===== src/hdl/jrxc_pkg.sv =====
// constants and types for the receive link supervision block
`default_nettype none
package jrxc_pkg;
    localparam int NLANE = 8;
    localparam int NKIND = 3;
    localparam int ADDR_W = 12;
    // register offsets
    localparam logic [11:0] OFF_SYNC_MASK = 12'h47b;
    localparam logic [11:0] OFF_ERR_LIMIT = 12'h47c;
    localparam logic [11:0] OFF_LANE_EN = 12'h47d;
    localparam logic [11:0] OFF_RAMP = 12'h47e;
    localparam logic [11:0] OFF_DIG_TEST = 12'h520;
    localparam logic [11:0] OFF_I_LO = 12'h521;
    localparam logic [11:0] OFF_I_HI = 12'h522;
    localparam logic [11:0] OFF_Q_LO = 12'h523;
    localparam logic [11:0] OFF_Q_HI = 12'h524;
    localparam logic [11:0] OFF_IRQ_EN = 12'h4f0;
    localparam logic [11:0] OFF_ILAS_FAIL = 12'h4f1;
    localparam logic [11:0] OFF_LIMIT_HIT = 12'h4f2;
    // field positions
    localparam int SYNC_DISP_BIT = 7;
    localparam int SYNC_NIT_BIT = 6;
    localparam int SYNC_UCC_BIT = 5;
    localparam int CMM_EN_BIT = 3;
    localparam int RAMP_BIT = 0;
    localparam int DC_TEST_BIT = 1;
    localparam int DIG_SPARE_BIT = 0;
    // error kinds, index into counters and irq enable bits
    localparam int KIND_DISP = 0;
    localparam int KIND_NIT = 1;
    localparam int KIND_UCC = 2;
    // reset values and counter saturation value
    localparam logic [7:0] RST_ERR_LIMIT = 8'hff;
    localparam logic [7:0] RST_LANE_EN = 8'h0f;
    localparam logic [7:0] RST_ZERO = 8'h00;
    localparam logic RST_CMM_EN = 1'b1;
    localparam logic [7:0] CNT_MAX = 8'hff;

    typedef struct packed {
        logic [7:0] disp;
        logic [7:0] nit;
        logic [7:0] ucc;
    } jrxc_lane_err_t;

    typedef struct packed {
        logic wr;
        logic rd;
        logic [11:0] addr;
        logic [7:0] wdata;
    } jrxc_reg_req_t;

    typedef struct packed {
        logic [15:0] i;
        logic [15:0] q;
    } jrxc_iq_t;
endpackage
`default_nettype wire


===== src/hdl/jrxc_top.sv =====
// receive lane error counting, alignment ramp check and dc test levels
//
// Contract
// - count three error kinds against 8-bit limit
// - limit reached raises irq, resync, or both
// - limit resets to 255, always readable/writable
// - counting and comparison independent per lane
// - lane enable bits, reset lanes 0-3 on
// - ramp check on: alignment data 00-01-02 ramp
// - ramp check off at reset, accept anything
// - dc test drives I from two bytes
// - dc test drives Q from two bytes
// - disparity resync bit requests resync at limit
`timescale 1ns/1ps
`default_nettype none
module jrxc_top (
    input wire logic mclk_i,
    input wire logic rst_n_i,
    input wire jrxc_pkg::jrxc_reg_req_t reg_req_i,
    output logic [7:0] reg_rdata_o,
    input wire jrxc_pkg::jrxc_lane_err_t lane_err_i,
    input wire logic [7:0] char_valid_i,
    input wire logic counter_clear_i,
    input wire logic [7:0] ilas_valid_i,
    input wire logic [7:0] ilas_first_i,
    input wire logic [63:0] ilas_data_i,
    input wire jrxc_pkg::jrxc_iq_t dp_data_i,
    output jrxc_pkg::jrxc_iq_t dp_data_o,
    output logic resync_request_out_o,
    output logic error_irq_o,
    output logic [7:0] ilas_fail_o,
    output logic link_start_ok_o
);
    import jrxc_pkg::*;

    // saturating increment, shared by all counters
    function automatic logic [7:0] sat_inc(input logic [7:0] v);
        sat_inc = (v == CNT_MAX) ? v : v + 8'h01;
    endfunction

    // register file
    logic [2:0] sync_mask_q, sync_mask_d;
    logic cmm_en_q, cmm_en_d;
    logic [7:0] error_limit_q, error_limit_d;
    logic [7:0] lane_on_bits_q, lane_on_bits_d;
    logic ramp_verify_on_q, ramp_verify_on_d;
    logic constant_level_test_on_q, constant_level_test_on_d;
    logic dig_spare_q, dig_spare_d;
    logic [7:0] i_level_low_byte_q, i_level_low_byte_d;
    logic [7:0] i_level_high_byte_q, i_level_high_byte_d;
    logic [7:0] q_level_low_byte_q, q_level_low_byte_d;
    logic [7:0] q_level_high_byte_q, q_level_high_byte_d;
    logic [2:0] irq_en_q, irq_en_d;
    logic [7:0] rdata_q, rdata_d;

    // lane state
    logic [7:0] cnt_q [NKIND][NLANE];
    logic [7:0] cnt_d [NKIND][NLANE];
    logic [7:0] exp_q [NLANE];
    logic [7:0] exp_d [NLANE];
    logic [7:0] fail_q, fail_d;
    logic [NLANE-1:0] hit [NKIND];
    logic [7:0] lane_hit;
    logic resync_q, resync_d;
    logic irq_q, irq_d;
    logic start_ok_q, start_ok_d;
    jrxc_iq_t dp_q, dp_d;

    logic [2:0] sync_en;
    assign sync_en = {sync_mask_q[0], sync_mask_q[1], sync_mask_q[2]};

    always_comb begin
        sync_mask_d = sync_mask_q;
        cmm_en_d = cmm_en_q;
        error_limit_d = error_limit_q;
        lane_on_bits_d = lane_on_bits_q;
        ramp_verify_on_d = ramp_verify_on_q;
        constant_level_test_on_d = constant_level_test_on_q;
        dig_spare_d = dig_spare_q;
        i_level_low_byte_d = i_level_low_byte_q;
        i_level_high_byte_d = i_level_high_byte_q;
        q_level_low_byte_d = q_level_low_byte_q;
        q_level_high_byte_d = q_level_high_byte_q;
        irq_en_d = irq_en_q;
        rdata_d = rdata_q;
        if (reg_req_i.wr) begin
            case (reg_req_i.addr)
                OFF_SYNC_MASK: begin
                    sync_mask_d = reg_req_i.wdata[SYNC_DISP_BIT:SYNC_UCC_BIT];
                    cmm_en_d = reg_req_i.wdata[CMM_EN_BIT];
                end
                OFF_ERR_LIMIT: error_limit_d = reg_req_i.wdata;
                OFF_LANE_EN: lane_on_bits_d = reg_req_i.wdata;
                OFF_RAMP: ramp_verify_on_d = reg_req_i.wdata[RAMP_BIT];
                OFF_DIG_TEST: begin
                    constant_level_test_on_d = reg_req_i.wdata[DC_TEST_BIT];
                    dig_spare_d = reg_req_i.wdata[DIG_SPARE_BIT];
                end
                OFF_I_LO: i_level_low_byte_d = reg_req_i.wdata;
                OFF_I_HI: i_level_high_byte_d = reg_req_i.wdata;
                OFF_Q_LO: q_level_low_byte_d = reg_req_i.wdata;
                OFF_Q_HI: q_level_high_byte_d = reg_req_i.wdata;
                OFF_IRQ_EN: irq_en_d = reg_req_i.wdata[2:0];
                default: ;
            endcase
        end
        if (reg_req_i.rd) begin
            case (reg_req_i.addr)
                OFF_SYNC_MASK: rdata_d = {sync_mask_q, 1'b0, cmm_en_q, 3'h0};
                OFF_ERR_LIMIT: rdata_d = error_limit_q;
                OFF_LANE_EN: rdata_d = lane_on_bits_q;
                OFF_RAMP: rdata_d = {7'h00, ramp_verify_on_q};
                OFF_DIG_TEST: rdata_d = {6'h00, constant_level_test_on_q, dig_spare_q};
                OFF_I_LO: rdata_d = i_level_low_byte_q;
                OFF_I_HI: rdata_d = i_level_high_byte_q;
                OFF_Q_LO: rdata_d = q_level_low_byte_q;
                OFF_Q_HI: rdata_d = q_level_high_byte_q;
                OFF_IRQ_EN: rdata_d = {5'h00, irq_en_q};
                OFF_ILAS_FAIL: rdata_d = fail_q;
                OFF_LIMIT_HIT: rdata_d = lane_hit;
                default: rdata_d = RST_ZERO;
            endcase
        end
    end

    always_ff @(posedge mclk_i or negedge rst_n_i) begin
        if (!rst_n_i) begin
            sync_mask_q <= 3'h0;
            cmm_en_q <= RST_CMM_EN;
            error_limit_q <= RST_ERR_LIMIT;
            lane_on_bits_q <= RST_LANE_EN;
            ramp_verify_on_q <= 1'b0;
            constant_level_test_on_q <= 1'b0;
            dig_spare_q <= 1'b0;
            i_level_low_byte_q <= RST_ZERO;
            i_level_high_byte_q <= RST_ZERO;
            q_level_low_byte_q <= RST_ZERO;
            q_level_high_byte_q <= RST_ZERO;
            irq_en_q <= 3'h0;
            rdata_q <= RST_ZERO;
        end else begin
            sync_mask_q <= sync_mask_d;
            cmm_en_q <= cmm_en_d;
            error_limit_q <= error_limit_d;
            lane_on_bits_q <= lane_on_bits_d;
            ramp_verify_on_q <= ramp_verify_on_d;
            constant_level_test_on_q <= constant_level_test_on_d;
            dig_spare_q <= dig_spare_d;
            i_level_low_byte_q <= i_level_low_byte_d;
            i_level_high_byte_q <= i_level_high_byte_d;
            q_level_low_byte_q <= q_level_low_byte_d;
            q_level_high_byte_q <= q_level_high_byte_d;
            irq_en_q <= irq_en_d;
            rdata_q <= rdata_d;
        end
    end

    // per-lane counters and ramp check; lanes left off stay idle
    genvar l;
    generate
        for (l = 0; l < NLANE; l++) begin : g_lane
            logic [2:0] err;
            logic [7:0] octet;
            assign err = {lane_err_i.ucc[l], lane_err_i.nit[l], lane_err_i.disp[l]};
            assign octet = ilas_data_i[8*l +: 8];
            for (genvar k = 0; k < NKIND; k++) begin : g_kind
                // saturating, so a low limit raised later still trips
                always_comb begin
                    cnt_d[k][l] = cnt_q[k][l];
                    if (counter_clear_i) begin
                        cnt_d[k][l] = RST_ZERO;
                    end else if (lane_on_bits_q[l] && char_valid_i[l] && err[k]) begin
                        cnt_d[k][l] = sat_inc(cnt_q[k][l]);
                    end
                end
                always_ff @(posedge mclk_i or negedge rst_n_i) begin
                    if (!rst_n_i) begin
                        cnt_q[k][l] <= RST_ZERO;
                    end else begin
                        cnt_q[k][l] <= cnt_d[k][l];
                    end
                end
                assign hit[k][l] = lane_on_bits_q[l] && (cnt_q[k][l] >= error_limit_q);
            end
            assign lane_hit[l] = hit[KIND_DISP][l] | hit[KIND_NIT][l] | hit[KIND_UCC][l];

            always_comb begin
                logic [7:0] want;
                want = ilas_first_i[l] ? 8'h00 : exp_q[l];
                exp_d[l] = exp_q[l];
                fail_d[l] = fail_q[l];
                if (counter_clear_i) begin
                    exp_d[l] = RST_ZERO;
                    fail_d[l] = 1'b0;
                end else if (lane_on_bits_q[l] && ilas_valid_i[l]) begin
                    exp_d[l] = want + 8'h01;
                end
                // a bad octet beats a clear in the same cycle, so it is never lost
                // check off: any content accepted
                if (lane_on_bits_q[l] && ilas_valid_i[l] && ramp_verify_on_q
                    && (octet != want)) begin
                    fail_d[l] = 1'b1;
                end
            end
            always_ff @(posedge mclk_i or negedge rst_n_i) begin
                if (!rst_n_i) begin
                    exp_q[l] <= RST_ZERO;
                    fail_q[l] <= 1'b0;
                end else begin
                    exp_q[l] <= exp_d[l];
                    fail_q[l] <= fail_d[l];
                end
            end
        end
    endgenerate

    // outputs; level results held until the counters are cleared
    always_comb begin
        resync_d = 1'b0;
        irq_d = 1'b0;
        for (int k = 0; k < NKIND; k++) begin
            if (sync_en[k] && (|hit[k])) begin
                resync_d = 1'b1;
            end
            if (irq_en_q[k] && (|hit[k])) begin
                irq_d = 1'b1;
            end
        end
        // lanes must be set before the sync pattern; a later lane is admitted unless its fail bit is set
        start_ok_d = ~|(fail_q & lane_on_bits_q);
        if (constant_level_test_on_q) begin
            dp_d.i = {i_level_high_byte_q, i_level_low_byte_q};
            dp_d.q = {q_level_high_byte_q, q_level_low_byte_q};
        end else begin
            dp_d = dp_data_i;
        end
    end

    always_ff @(posedge mclk_i or negedge rst_n_i) begin
        if (!rst_n_i) begin
            resync_q <= 1'b0;
            irq_q <= 1'b0;
            start_ok_q <= 1'b0;
            dp_q <= '0;
        end else begin
            resync_q <= resync_d;
            irq_q <= irq_d;
            start_ok_q <= start_ok_d;
            dp_q <= dp_d;
        end
    end

    assign reg_rdata_o = rdata_q;
    assign resync_request_out_o = resync_q;
    assign error_irq_o = irq_q;
    assign ilas_fail_o = fail_q;
    assign link_start_ok_o = start_ok_q;
    assign dp_data_o = dp_q;
endmodule
`default_nettype wire


===== config.mk =====
export PLATFORM = sky130hd
export DESIGN_NAME = jrxc_top
export DESIGN_NICKNAME = d
export VERILOG_FILES = /design/src/hdl/jrxc_pkg.sv /design/src/hdl/jrxc_top.sv
export SDC_FILE = /design/constraint.sdc
export NUM_CORES = 1
export LEC_CHECK = 0
export BUFFER_PORTS_ARGS = -buffer_cell sky130_fd_sc_hd__buf_4
export CAP_MARGIN = 25
export CORE_ASPECT_RATIO = 1.2
export CORE_MARGIN = 1
export CORE_UTILIZATION = 25
export CTS_CLUSTER_SIZE = 12
export DETAILED_ROUTE_END_ITERATION = 16
export GPL_ROUTABILITY_DRIVEN = 1
export SLEW_MARGIN = 20
export SYNTH_ARGS = -nofsm -noshare
export SYNTH_HDL_FRONTEND = slang
export SYNTH_SLANG_ARGS = --single-unit

===== constraint.sdc =====
create_clock -name mclk_i -period 3.52 [get_ports mclk_i]
set_input_delay 0.528 -clock mclk_i [delete_from_list [all_inputs] [get_ports mclk_i]]
set_output_delay 0.528 -clock mclk_i [all_outputs]
set_load 0.03 [all_outputs]

==> flow_summary.ini <==
[grt]
overflow = 0
first_global_vias = 18800
grt_pass1_wl_mm = 108
grt_usage_pct = 14.7
grt_start_max_net_pins = 143
antenna_found_initial = 4

[yosys]
synth-compound-area-share_pct = 14.3
synth_top_family_by_area = simple AND/OR/NAND/NOR gates
synth-simple-area-share_pct = 19.6
ys_seq_elements = 365
syn-cell-area_um2 = 23100
synth_flop_cell = dfrtp_1
syn_inst = 2449
syn_nets = 2842
syn-mean-instance-area_um2 = 9.43
yosysUniqueCellTypes = 84
synthMuxAreaShare_pct = 5.89
synthAdderAreaFrac_pct = 12.1
ys_seq_area_share_pct = 39.6
synth_edf_count = 0
synthArstFlopShare_pct = 100
yosysWarnings = 0
synth_xor_area_share_pct = 5.95

[critical_path]
crit_fanout = 15
cp.required_ns = 3.99
crit_type = register to register
cp_slowest_cell = inv_1
reg2regPathDepth = 10
crit_path_start_kind = register
path_cells = inv_1, buf_4, ha_1, o21ai_0, a21oi_1, o31a_1, o21ai_0, o2111ai_1, nor4b_1, o221ai_1
rrSetupSlack_ns = 0.37
cp.arrival_ns = 3.61
crit_top_cell = o21ai_0
cpPeakStageDelay_ns = 0.68
endpoint_kind = register

[cts]
h-tree-depth = 2
cts_tree = done
cts-hold-fix-buffers = 1
clockBufferDepth = 3
clk_pin_slew_ns = 0.07
cts_sinks = 365
postCtsSetupBuffers = 0
cts_root_buf = clkbuf_16
post_cts_resized = 0
clk_latency_ns = 0.61
cts_made_buffers = 45

[floorplanning]
rows = 121
initial_utilization_pct = 25.4
dieHeight_um = 335
die-area_um2 = 93600
fp.dieW_um = 280
core_area_um2 = 91100
io_pins = 220

[route]
drt-vias-per-instance = 4.93
post_drt_wl_per_cell_um = 17.7
first_pass_iters = 8
first_iter_violations = 1106
via_count = 19300
routed_wl_mm = 69.3
antenna_left = 0
route.detailed.drc = 0

[finish]
final_cell_mix = 352 x dfrtp_1, 343 x nor2_1, 240 x buf_4
drive_above_1_share_pct = 17.1
fin_nets = 3048
fin_area_um2 = 27900
syn2layout_area_growth_pct = 20.8
stdcell_count = 3923
layout_commonest_cell = dfrtp_1
final_util_pct = 30.6
fillCellCount = 9550

[sta]
finalSetupViolCount = 0
finalMaxSlewViolations = 0
fin_crit_ns = 3.15
fin_setup_tns_ns = 0
finClkSkew_ns = 0.0360
max_freq_mhz = 318
grt_setup_unrepaired = false
worst_pin_slew_ns = 0.941
min_period_over_period_pct = 89.4
hold_viol = 0
maxSlewHeadroom_pct = 37.2

[job]
drv_cap = 0

[place]
dp.cells = 3837
dp_hpwl_mm = 50.7
portBuffers = 219
dpl-instance-area_um2 = 26200
place_congestion = 0.868

[run_status]
status = completed

[power]
ir_drop_mv = 0.333
p_per_area_nw_per_um2 = 360
p_leak_uw = 0.0119

[worst_hold_path]
worstHoldPathCells = 2
holdCritPathClass = input pin to register
[synth_stat cells (all sizes together), types with 4 or more instances]
| cell | count | area share (%) |
|---|---|---|
| nor4 | 6 | 0.16 |
| a22oi | 24 | 0.78 |
| nand3 | 75 | 1.6 |
| o22ai | 4 | 0.11 |
| inv | 63 | 1.0 |
| a32o | 9 | 0.39 |
| dfstp | 13 | 1.5 |
| o2111a | 20 | 0.97 |
| nor3 | 42 | 1.0 |
| nor4bb | 14 | 0.61 |
| o41ai | 8 | 0.38 |
| nor2 | 349 | 6.0 |
| o21ai | 140 | 3.0 |
| and2 | 13 | 0.36 |
| nor3b | 13 | 0.44 |
| a31oi | 27 | 0.76 |
| nor2b | 18 | 0.49 |
| and3 | 32 | 0.89 |
| a22o | 7 | 0.27 |
| o211ai | 4 | 0.13 |
| or3 | 44 | 1.2 |
| o31a | 6 | 0.23 |
| a211oi | 18 | 0.61 |
| and4 | 4 | 0.15 |
| nand2b | 30 | 0.81 |
| xor2 | 100 | 3.8 |
| ha | 224 | 12 |
| o32ai | 19 | 0.72 |
| buf | 12 | 0.28 |
| o2111ai | 5 | 0.24 |
| nand2 | 176 | 2.9 |
| a21o | 17 | 0.55 |
| mux2i | 28 | 1.2 |
| a222oi | 8 | 0.35 |
| a21oi | 163 | 3.5 |
| xnor2 | 57 | 2.2 |
| a32oi | 8 | 0.30 |
| nand4 | 86 | 2.3 |
| clkbuf | 78 | 1.3 |
| dfrtp | 352 | 38 |
| mux2 | 94 | 4.6 |
[critical path, delay by kind of cell (launching register included)]
family,cells,cell delay (ns)
AO/OA/AOI/OAI,6,1.00
buffers and inverters,2,0.98
AND/OR/NAND/NOR,1,0.42
flip-flops,1,0.38
adder cells (fa/ha/maj),1,0.23
[per-layer routing]
layer / track usage, % / routed length [um]
met4: 5.41 / 2330
met3: 2.65 / 3580
met2: 24.7 / 33400
met5: 0 / 9
met1: 18.6 / 29900
[power breakdown]
group | internal, uW | total [uW] | switching (uW)
clock network | 3200 | 5220 | 2020
logic | 228 | 589 | 361
registers | 4220 | 4230 | 11.1
[stage by stage]
step	total power [uW]	hold slack (ns)	worst slack, ns
after detailed placement	4910	0.470	0.429
after global routing	10400	0.129	0.174
after global placement	4900	0.475	0.515
final	10000	0.147	0.374
after floorplan	4510	0.232	0.919
after CTS	10200	0.117	0.405
[registers in the layout, summed over array words and instances (netlist names), 3 cells and up]
register,cells
ilas_fail_o,8
i_level_high_byte_q,8
exp_q,64
i_level_low_byte_q,8
q_level_low_byte_q,8
cnt_q,192
reg_rdata_o,8
dp_data_o,32
error_limit_q,8
sync_mask_q,3
lane_on_bits_q,8
irq_en_q,3
q_level_high_byte_q,8
[layout make-up]
cell class	count	area (um^2)	area share, %
inverters	63	236	0.847
multi-input cells	1931	13400	47.9
well taps	1230	1540	5.51
clock buffers	57	1250	4.49
diodes	3	7.51	0.0269
clock inverters	25	398	1.43
flip-flops and latches	365	9150	32.8
repair buffers	249	1960	7.03
[logic make-up (layout without fill, tap and decap cells)]
group	after synthesis	in the layout
XOR/XNOR	157	157
other	0	3
adder cells (fa/ha/maj)	224	224
AO/OA/AOI/OAI	511	511
multiplexers	123	123
buffers and inverters	153	394
flip-flops	365	365
AND/OR/NAND/NOR	916	916
[path summary, 6_finish.rpt]
check                                 end             start
hold / removal              dp_data_o[15]     dp_data_i[15]
setup / recovery              error_irq_o  error_limit_q[2]
min in group asynchronous       cnt_q[38]           rst_n_i
setup reg to reg              error_irq_o  error_limit_q[2]
max in group asynchronous        cmm_en_q           rst_n_i
hold reg to reg            reg_rdata_o[2]    reg_rdata_o[2]
Power figures use the tool's default switching activity.
